<file path="config.mk">
export PLATFORM = sky130hd
export DESIGN_NAME = oad_decode
export DESIGN_NICKNAME = d
export VERILOG_FILES = /design/src/hdl/oad_pkg.sv /design/src/hdl/oad_state_tick.sv /design/src/hdl/oad_fill_count.sv /design/src/hdl/oad_decode.sv
export SDC_FILE = /design/constraint.sdc
export NUM_CORES = 1
export LEC_CHECK = 0
export BUFFER_PORTS_ARGS = -buffer_cell sky130_fd_sc_hd__buf_4
export CAP_MARGIN = 40
export CELL_PAD_IN_SITES_DETAIL_PLACEMENT = 0
export CELL_PAD_IN_SITES_GLOBAL_PLACEMENT = 1
export CORE_MARGIN = 4
export CORE_UTILIZATION = 43
export CTS_BUF_LIST = sky130_fd_sc_hd__clkbuf_16
export CTS_CLUSTER_DIAMETER = 100
export DETAILED_ROUTE_END_ITERATION = 7
export MAX_ROUTING_LAYER = met4
export PLACE_DENSITY = 0.86
export SETUP_SLACK_MARGIN = 0.2
export SLEW_MARGIN = 20
export SYNTH_ARGS = -nofsm -noshare
export SYNTH_HDL_FRONTEND = slang
export SYNTH_SLANG_ARGS = --single-unit
</file>
<file path="constraint.sdc">
create_clock -name mclk -period 5.4 [get_ports mclk]
set_clock_uncertainty 0.2 [all_clocks]
set_input_delay 1.35 -clock mclk [delete_from_list [all_inputs] [get_ports mclk]]
set_output_delay 1.35 -clock mclk [all_outputs]
set_load 0.03 [all_outputs]
</file>
<file path="src/hdl/oad_pkg.sv">
/*
 * Shared constants and types for the operand address decoder: field
 * positions, base addresses, state costs and the enumerations.
 * Assumes a single 10 MHz system clock and 24-bit code addresses.
 */
package oad_pkg;

	// Timing: one state is this many system clock cycles
	localparam int STATE_CLKS = 2;
	localparam int CLK_PERIOD_NS = 100;

	// Widths
	localparam int ADDR_W = 24;
	localparam int LEN_W = 3;
	localparam int ST_W = 8;
	localparam int WS_W = 3;
	localparam int QDEPTH = 8;

	// Fetch and state costs
	localparam logic [1:0] INT_FETCH_BYTES = 2'h2;
	localparam logic [7:0] NONPAGE_BASE = 8'h02;
	localparam logic [7:0] PAGE_BYTE_COST = 8'h01;
	localparam logic [7:0] IO_EXTRA = 8'h01;
	localparam logic [7:0] PERIPH_EXTRA = 8'h02;
	localparam logic [7:0] ALE_EXTRA = 8'h01;

	// Address map values
	localparam logic [7:0] LEGACY_RAM_BASE = 8'h20;
	localparam logic [7:0] EXT_BIT_LO = 8'h20;
	localparam int SFR_SEL_BIT = 7;
	localparam logic [15:0] UPPER_ONES = 16'hFFFF;
	localparam logic [7:0] IO_PORT0 = 8'h80;
	localparam logic [7:0] IO_PORT1 = 8'h90;
	localparam logic [7:0] IO_PORT2 = 8'hA0;
	localparam logic [7:0] IO_PORT3 = 8'hB0;

	// Reset values
	localparam logic [7:0] CNT_RST = 8'h00;

	typedef enum logic [3:0] {
		k_short_direct, k_long_direct, k_imm_byte, k_word_imm, k_zero_ext,
		k_ones_ext, k_short_imm, k_legacy_bit, k_ext_bit, k_rel, k_block,
		k_region, k_full
	} oad_kind_t;

	typedef enum logic [2:0] {sp_none, sp_ram, sp_sfr, sp_mem, sp_code} oad_space_t;
	typedef enum logic [1:0] {w_byte, w_word, w_dword} oad_width_t;
	typedef enum logic {fs_idle, fs_run} oad_fsm_t;

endpackage

</file>
<file path="src/hdl/oad_state_tick.sv">
/*
 * State-rate divider: one-cycle enable pulse every DIV system clocks.
 * Assumes a free-running system clock and asynchronous active-low reset.
 */
`timescale 1ns/1ns
module oad_state_tick #(
	parameter int DIV = oad_pkg::STATE_CLKS
) (
	input wire logic mclk, // System clock
	input wire logic arst_n, // Async reset, active low
	output logic tick // One pulse per state
);
	import oad_pkg::*;

	typedef struct packed {
		logic [7:0] cnt;
		logic tick;
	} oad_tick_t;

	oad_tick_t t_q, t_d;

	// Count clocks and fire on the last one of each state
	always_comb begin
		t_d = t_q;
		t_d.tick = (t_q.cnt == 8'(DIV - 1));
		t_d.cnt = t_d.tick ? CNT_RST : t_q.cnt + 8'h01;
	end

	always_ff @(posedge mclk or negedge arst_n) begin
		if (!arst_n) begin
			t_q <= '0;
		end else begin
			t_q <= t_d;
		end
	end

	assign tick = t_q.tick;
endmodule

</file>
<file path="src/hdl/oad_fill_count.sv">
/*
 * Prefetch queue occupancy in bytes: pushes from the fetch side, pops
 * by instruction length. Assumes the caller never pushes past room
 * and never pops more than the current fill.
 */
`timescale 1ns/1ns
module oad_fill_count #(
	parameter int DEPTH = oad_pkg::QDEPTH,
	parameter int FW = $clog2(DEPTH + 1)
) (
	input wire logic mclk, // System clock
	input wire logic arst_n, // Async reset, active low
	input wire logic [1:0] push_n, // Bytes fetched this cycle
	input wire logic [oad_pkg::LEN_W-1:0] pop_n, // Bytes consumed
	output logic [FW-1:0] fill, // Bytes held
	output logic [FW-1:0] room // Free byte slots
);
	import oad_pkg::*;

	typedef struct packed {
		logic [FW-1:0] fill;
	} oad_fill_t;

	oad_fill_t f_q, f_d;

	// Push and pop may coincide; both move the level in one step
	always_comb begin
		f_d = f_q;
		f_d.fill = f_q.fill + FW'(push_n) - FW'(pop_n);
	end

	always_ff @(posedge mclk or negedge arst_n) begin
		if (!arst_n) begin
			f_q <= '0;
		end else begin
			f_q <= f_d;
		end
	end

	assign fill = f_q.fill;
	assign room = FW'(DEPTH) - f_q.fill;
endmodule

</file>
<file path="src/hdl/oad_decode.sv">
/*
 * Operand address decoder with fetch-throughput pacing. Decodes direct,
 * immediate, bit and branch operand fields and paces each instruction
 * for the larger of its execution and fetch-limited state counts.
 * Assumes strap pins from outside the clock domain and an instruction
 * requester on mclk that holds its request until acknowledged.
 */
`timescale 1ns/1ns

// Summary of operation
// - one state equals two system clocks
// - on-chip code fetched two bytes per state
// - external code buffered ahead in prefetch queue
// - fetch minimum: size, or size times waits+2
// - run for larger of execution and fetch
// - io port register access adds states
// - external code, data, SFRs, ALE add time
// - short direct: low half RAM, high SFR
// - short direct width from other operand
// - long direct reaches lowest 64 Kbyte
// - byte and word immediates from instruction
// - word immediate extended with zeros or ones
// - short immediate only one, two, four
// - legacy bits low half: RAM 20h-2Fh
// - legacy bits high half: SFRs x0h, x8h
// - extended bit: RAM 20h-7Fh or SFR
// - relative: signed byte plus next address
// - block target keeps next 2 Kbyte block
// - region target keeps next 64 Kbyte region
// - full target spans whole address space
module oad_decode #(
	parameter int DEPTH = oad_pkg::QDEPTH,
	parameter int FW = $clog2(DEPTH + 1)
) (
	input wire logic mclk, // System clock, 10 MHz
	input wire logic arst_n, // Async reset, active low
	input wire logic code_ext_pin, // Code runs from external memory
	input wire logic page_mode_pin, // External memory in page mode
	input wire logic [oad_pkg::WS_W-1:0] wait_states_pin, // Wait states
	input wire logic ale_stretch_pin, // Address-latch pulse stretched
	input wire logic ins_valid, // Instruction request
	input wire logic [oad_pkg::LEN_W-1:0] ins_len, // Size in bytes
	input wire logic [oad_pkg::ST_W-1:0] ins_states, // Execution states
	input wire logic ins_ext_data, // Touches external data
	input wire oad_pkg::oad_kind_t ins_kind, // Operand kind
	input wire logic [oad_pkg::ADDR_W-1:0] ins_field, // Operand field
	input wire oad_pkg::oad_width_t ins_width, // Width of other operand
	input wire logic [oad_pkg::ADDR_W-1:0] ins_next_pc, // Next instr address
	output logic ins_ack, // Request taken, results valid
	output logic ins_stall, // Waiting for queue bytes
	output logic busy, // Instruction in progress
	output logic done, // Instruction finished
	output logic [oad_pkg::ST_W-1:0] run_states, // States charged
	output oad_pkg::oad_space_t dec_space, // Decoded space
	output logic [oad_pkg::ADDR_W-1:0] dec_addr, // Address or target
	output oad_pkg::oad_width_t dec_width, // Access width
	output logic [2:0] dec_bitpos, // Bit within byte
	output logic [31:0] dec_value, // Immediate constant
	output logic dec_error, // Field not encodable
	output logic [FW-1:0] queue_fill // Prefetch queue level
);
	import oad_pkg::*;

	typedef struct packed {
		logic ext1;
		logic ext2;
		logic pg1;
		logic pg2;
		logic ale1;
		logic ale2;
		logic [WS_W-1:0] ws1;
		logic [WS_W-1:0] ws2;
		oad_fsm_t fsm;
		logic [7:0] run_cnt;
		logic [7:0] run_tot;
		logic [7:0] ftmr;
		logic ack;
		logic stall;
		logic busy;
		logic done;
		logic err;
		oad_space_t space;
		oad_width_t width;
		logic [2:0] bitpos;
		logic [ADDR_W-1:0] addr;
		logic [31:0] value;
	} oad_core_t;

	oad_core_t s_q, s_d;
	logic state_tick;
	logic [FW-1:0] fill;
	logic [FW-1:0] room;
	logic [1:0] push_n;
	logic [LEN_W-1:0] pop_n;
	logic take;
	logic [7:0] fill8;
	logic [7:0] byte_cost;
	logic [7:0] np_cost;
	logic [7:0] fmin;
	logic [7:0] exec;
	logic [7:0] extra;
	logic [7:0] sfr_adr;
	logic sfr_hit;

	oad_state_tick #(
		.DIV(STATE_CLKS)
	) u_tick (
		.mclk(mclk),
		.arst_n(arst_n),
		.tick(state_tick)
	);

	oad_fill_count #(
		.DEPTH(DEPTH),
		.FW(FW)
	) u_fill (
		.mclk(mclk),
		.arst_n(arst_n),
		.push_n(push_n),
		.pop_n(pop_n),
		.fill(fill),
		.room(room)
	);

	assign fill8 = 8'(fill);

	// Fetch costs; non-page cost also prices external data accesses
	always_comb begin
		np_cost = 8'(s_q.ws2) + NONPAGE_BASE;
		byte_cost = s_q.pg2 ? PAGE_BYTE_COST : np_cost;
	end

	// Request is taken only when the queue already holds the whole
	// instruction; ack gap stops a held request being taken twice
	always_comb begin
		take = (s_q.fsm == fs_idle) && ins_valid && !s_q.ack && (ins_len != '0)
			&& (fill8 >= 8'(ins_len));
	end

	// Main next-state process: pin sync, fetch, decode, pacing
	always_comb begin
		s_d = s_q;
		push_n = 2'h0;
		pop_n = '0;
		fmin = 8'h00;
		exec = 8'h00;
		extra = 8'h00;
		sfr_adr = 8'h00;
		sfr_hit = 1'b0;

		// Two-stage synchronisers for the strap pins
		s_d.ext1 = code_ext_pin;
		s_d.ext2 = s_q.ext1;
		s_d.pg1 = page_mode_pin;
		s_d.pg2 = s_q.pg1;
		s_d.ale1 = ale_stretch_pin;
		s_d.ale2 = s_q.ale1;
		s_d.ws1 = wait_states_pin;
		s_d.ws2 = s_q.ws1;
		s_d.ack = 1'b0;
		s_d.done = 1'b0;

		// Fetch side advances once per state
		if (state_tick) begin
			if (!s_q.ext2) begin
				if (room >= FW'(INT_FETCH_BYTES)) begin
					push_n = INT_FETCH_BYTES;
				end else if (room != '0) begin
					push_n = 2'h1;
				end
				s_d.ftmr = CNT_RST;
			end else if (room != '0) begin
				if (s_q.ftmr + 8'h01 >= byte_cost) begin
					push_n = 2'h1;
					s_d.ftmr = CNT_RST;
				end else begin
					s_d.ftmr = s_q.ftmr + 8'h01;
				end
			end
		end

		s_d.stall = (s_q.fsm == fs_idle) && ins_valid && !s_q.ack
			&& (fill8 < 8'(ins_len));

		if (take) begin
			pop_n = ins_len;
			s_d.ack = 1'b1;
			s_d.err = 1'b0;
			s_d.space = sp_none;
			s_d.addr = '0;
			s_d.value = '0;
			s_d.bitpos = 3'h0;
			s_d.width = w_byte;
			case (ins_kind)
				k_short_direct: begin
					s_d.addr = {16'h0000, ins_field[7:0]};
					s_d.space = ins_field[SFR_SEL_BIT] ? sp_sfr : sp_ram;
					sfr_hit = ins_field[SFR_SEL_BIT];
					sfr_adr = ins_field[7:0];
					s_d.width = ins_width;
				end
				k_long_direct: begin
					s_d.addr = {8'h00, ins_field[15:0]};
					s_d.space = sp_mem;
					s_d.width = ins_width;
				end
				k_imm_byte: begin
					s_d.value = {24'h000000, ins_field[7:0]};
				end
				k_word_imm: begin
					s_d.value = {16'h0000, ins_field[15:0]};
					s_d.width = w_word;
				end
				k_zero_ext: begin
					s_d.value = {16'h0000, ins_field[15:0]};
					s_d.width = w_dword;
				end
				k_ones_ext: begin
					s_d.value = {UPPER_ONES, ins_field[15:0]};
					s_d.width = w_dword;
				end
				k_short_imm: begin
					case (ins_field[1:0])
						2'h0: s_d.value = 32'h00000001;
						2'h1: s_d.value = 32'h00000002;
						2'h2: s_d.value = 32'h00000004;
						default: s_d.err = 1'b1;
					endcase
				end
				k_legacy_bit: begin
					s_d.bitpos = ins_field[2:0];
					if (ins_field[7]) begin
						s_d.addr = {16'h0000, ins_field[7:3], 3'h0};
						s_d.space = sp_sfr;
						sfr_hit = 1'b1;
						sfr_adr = {ins_field[7:3], 3'h0};
					end else begin
						s_d.addr = {16'h0000, LEGACY_RAM_BASE + {4'h0, ins_field[6:3]}};
						s_d.space = sp_ram;
					end
				end
				k_ext_bit: begin
					s_d.bitpos = ins_field[2:0];
					s_d.addr = {16'h0000, ins_field[10:3]};
					if (ins_field[10]) begin
						s_d.space = sp_sfr;
						sfr_hit = 1'b1;
						sfr_adr = ins_field[10:3];
					end else if (ins_field[10:3] >= EXT_BIT_LO) begin
						s_d.space = sp_ram;
					end else begin
						s_d.err = 1'b1;
					end
				end
				k_rel: begin
					s_d.addr = ins_next_pc + {{16{ins_field[7]}}, ins_field[7:0]};
					s_d.space = sp_code;
				end
				k_block: begin
					s_d.addr = {ins_next_pc[23:11], ins_field[10:0]};
					s_d.space = sp_code;
				end
				k_region: begin
					s_d.addr = {ins_next_pc[23:16], ins_field[15:0]};
					s_d.space = sp_code;
				end
				k_full: begin
					s_d.addr = ins_field;
					s_d.space = sp_code;
				end
				default: begin
					s_d.err = 1'b1;
				end
			endcase

			if (sfr_hit) begin
				if (sfr_adr == IO_PORT0 || sfr_adr == IO_PORT1
					|| sfr_adr == IO_PORT2 || sfr_adr == IO_PORT3) begin
					extra = IO_EXTRA;
				end else begin
					extra = PERIPH_EXTRA;
				end
			end
			if (ins_ext_data) begin
				extra = extra + np_cost;
			end
			if (s_q.ale2 && (s_q.ext2 || ins_ext_data)) begin
				extra = extra + ALE_EXTRA;
			end
			exec = ins_states + extra;

			if (s_q.ext2) begin
				fmin = s_q.pg2 ? 8'(ins_len) : 8'(ins_len) * np_cost;
			end

			s_d.run_tot = (exec > fmin) ? exec : fmin;
			if (s_d.run_tot == 8'h00) begin
				s_d.run_tot = 8'h01;
			end
			s_d.run_cnt = CNT_RST;
			s_d.busy = 1'b1;
		end

		// Pacing: charge one state per tick until the total is spent
		case (s_q.fsm)
			fs_idle: begin
				if (take) begin
					s_d.fsm = fs_run;
				end
			end
			fs_run: begin
				if (state_tick) begin
					if (s_q.run_cnt + 8'h01 >= s_q.run_tot) begin
						s_d.fsm = fs_idle;
						s_d.busy = 1'b0;
						s_d.done = 1'b1;
					end else begin
						s_d.run_cnt = s_q.run_cnt + 8'h01;
					end
				end
			end
			default: begin
				s_d.fsm = fs_idle;
			end
		endcase
	end

	// Single state register
	always_ff @(posedge mclk or negedge arst_n) begin
		if (!arst_n) begin
			s_q <= '0;
		end else begin
			s_q <= s_d;
		end
	end

	assign ins_ack = s_q.ack;
	assign ins_stall = s_q.stall;
	assign busy = s_q.busy;
	assign done = s_q.done;
	assign run_states = s_q.run_tot;
	assign dec_space = s_q.space;
	assign dec_addr = s_q.addr;
	assign dec_width = s_q.width;
	assign dec_bitpos = s_q.bitpos;
	assign dec_value = s_q.value;
	assign dec_error = s_q.err;
	assign queue_fill = fill;
endmodule

</file>
==> impl_metrics.ini <==
[outcome]
status = complete, but fails checks
violations = setup timing

[detailed_routing]
first_iter_violations = 565
first_pass_iters = 5
via_per_inst = 5.459
via_count = 7369
ant_nets = 0
route.detailed.drc = 0
wl_mm = 23.69
detail_route.wl_per_cell_um = 17.55

[synthesis]
yosysWarnings = 0
ys_seq_elements = 104
synth_top_family_by_area = compound AO/OA/AOI/OAI gates
postSynth.asyncResetShare = 1.000
synth_compound_area_frac = 0.2084
synth_top_area_cell = dfrtp_1
synth_edf_count = 0
synth_top_area_frac = 0.3111
syn_inst = 944
ys_seq_area_frac = 0.3111
syn_nets = 1099
synth-adder-area-share = 0.1269
netlist_top_cells_area = dfrtp_1 31%, ha_1 11%, buf_4 6.6%
synthXorXnorAreaFrac = 0.04398
synth_area_um2 = 8364
ys_types = 89
synthFlopType = dfrtp_1
avgSynthCellArea_um2 = 8.860
yosys.area_share.simple = 0.1705
synthMuxAreaShare = 0.03306

[clocking]
cts.clk_slew.worst_paths_ns = 0.07
clk_path_buf_depth = 2
cts_root_buf = clkbuf_16
numClockSinks = 104
cts_buffers = 9
insertion_delay_ns = 0.36
h-tree-depth = 3
cts_tree = yes

[placed_design]
finalWeightedCongestion = 0.9150
place_inst = 1310
port_buffers = 155
post-place-ws_ns = -1.524
dp_hpwl_mm = 18.02

[hold_path]
hp-class = register to register
min_from = s_d[95]
holdPathEnd = s_q[95]
holdPathStages = 0

[sta]
setup_violations = 7
hold_ws_ns = 0.1503
period_minus_slack_ns = 6.360
fin_tns_setup_ns = -6.299
rsz0062_at_grt = yes
max_freq_ghz = 0.1572
fin_crit_sh = 1.178
slew_viol_final = 0
tightest_slew_ns = 0.7905
setup_ws_ns = -0.9603
hold_viol_final = 0
slew_headroom = 0.4701

[finish]
area_growth_pct = 23.29
layout_common_cells = 225 x buf_4, 104 x dfrtp_1, 100 x nand2_1, 69 x ha_1, 64 x nor2_1
nNetsFinal = 1240
finalNonFillerCells = 1350
insertedDiodeCount = 0
layout_commonest_cell = buf_4
drive_gt1_frac = 0.3018

[setup_path]
reg2reg_slack_ns = 0.26
worstReg2RegStart = s_q[94]
r2r_cells = 24
critPathMaxFanout = 7
path_class = primary input to register
slowest_delay_ns = 0.52
setup.worst_path.start_class = primary input
cp_slowest_cell = fa_1
end_kind = register
reg2reg_to = run_states[0]
cp.required_ns = 5.45
cp.arrival_ns = 6.41

[die]
dieArea_um2 = 21750
die_h_um = 147.5
rows = 50
initial_core_util = 0.4427
pin_count = 156
core_area_um2 = 18890
die_w_um = 147.5

[power]
p_total_mw = 4.108
vdd_drop_max_mv = 0.2022
leakage_nw = 5.021
powerDensity_nw_per_um2 = 398.4

[global_route]
grt_pass1_wl_mm = 37.29
grt_pass1_vias = 7036
gr-total-overflow = 0
grt_usage = 0.2210
antenna_found_initial = 0
grt_max_degree = 68

[run]
maxCapViolCount = 0
stage by stage:
stage            util  area [um^2]
2_1_floorplan       -         8434
3_3_place_gp   0.5089         9614
3_5_place_dp   0.5103         9642
4_1_cts        0.5381        10170
5_1_grt        0.5458        10310
6_report       0.5458        10310
routing by layer:
layer / routed length, um / up-vias / track usage / part of all wire
li1: - / 3593 / - / -
met1: 10590 / 3520 / 0.2876 / 0.45
met2: 11350 / 232 / 0.3558 / 0.48
met3: 1310 / 24 / 0.04108 / 0.055
met4: 434 / 0 / 0.06104 / 0.018
met5: 0 / - / - / 0
kinds of logic (layout without fill, tap and decap cells):
| group | Yosys count | count (layout) |
|---|---|---|
| buf+inv | 151 | 297 |
| xor+xnor | 42 | 42 |
| flops | 104 | 104 |
| compound gates | 244 | 244 |
| other cells | 1 | 1 |
| fa+ha+maj | 80 | 80 |
| mux | 26 | 26 |
| simple gates | 296 | 296 |
Yosys cell counts (12+ instances only):
cell      instances
and2_1           14
buf_2            13
nor3_1           14
a21o_1           12
nand2_1         102
nand2b_1         13
mux2i_1          13
clkbuf_1         14
inv_1            42
a22o_1           16
nor2_1           67
a21oi_1          50
xnor2_1          24
mux2_2           12
xor2_1           18
dfrtp_1         104
nand3_1          33
ha_1             72
o21ai_0          58
buf_4            74
worst max path at each step:
stage,from,endpoint,slack (ns)
6_report,ins_kind[2],run_states[0],-0.96
5_1_grt,ins_kind[2],run_states[5],-1.27
4_1_cts,ins_field[5],run_states[0],-0.98
3_5_place_dp,ins_kind[2],run_states[0],-1.52
3_3_place_gp,ins_kind[2],run_states[0],-1.29
2_1_floorplan,ins_kind[1],run_states[0],-1.01
area by class of cell:
class,count,area (um^2)
well taps,260,325.3
multi-input cells,689,5055
flip-flops and latches,104,2603
clock buffers,9,225.2
repair buffers,237,1844
clock inverters,7,95.09
inverters,44,165.2
fillers,1768,8581
sequential cells by signal (all words and copies together) (netlist names):
name,count
u_tick.t_q,8
run_states,8
dec_bitpos,3
ins_stall,1
u_tick.tick,1
dec_width,2
dec_error,1
busy,1
dec_addr,24
u_fill.fill,4
dec_value,17
s_q,23
ins_ack,1
done,1
s_d,6
dec_space,3
critical path, delay by kind of cell:
family          cells  cell delay [ns]
fa+ha+maj           4             1.32
compound gates      9             1.66
buf+inv             2             0.21
mux                 3             0.73
simple gates       11             1.12
where the power goes:
group	switching, mW	leakage, nW	internal [mW]
Combinational	1.26	3.52	0.886
Sequential	0.205	1.34	1.03
Clock	0.321	0.162	0.409
Total	1.79	5.02	2.32
repair_timing:
action,4_1_cts,5_1_grt
resized for setup,16,25
pin swaps,16,23
hold buffers,0,0
hold endpoints to repair,0,0
endpoints found under the setup margin,7,8
gates cloned,0,0
setup buffers,19,5
No activity file was read; power rests on OpenSTA's default activity.
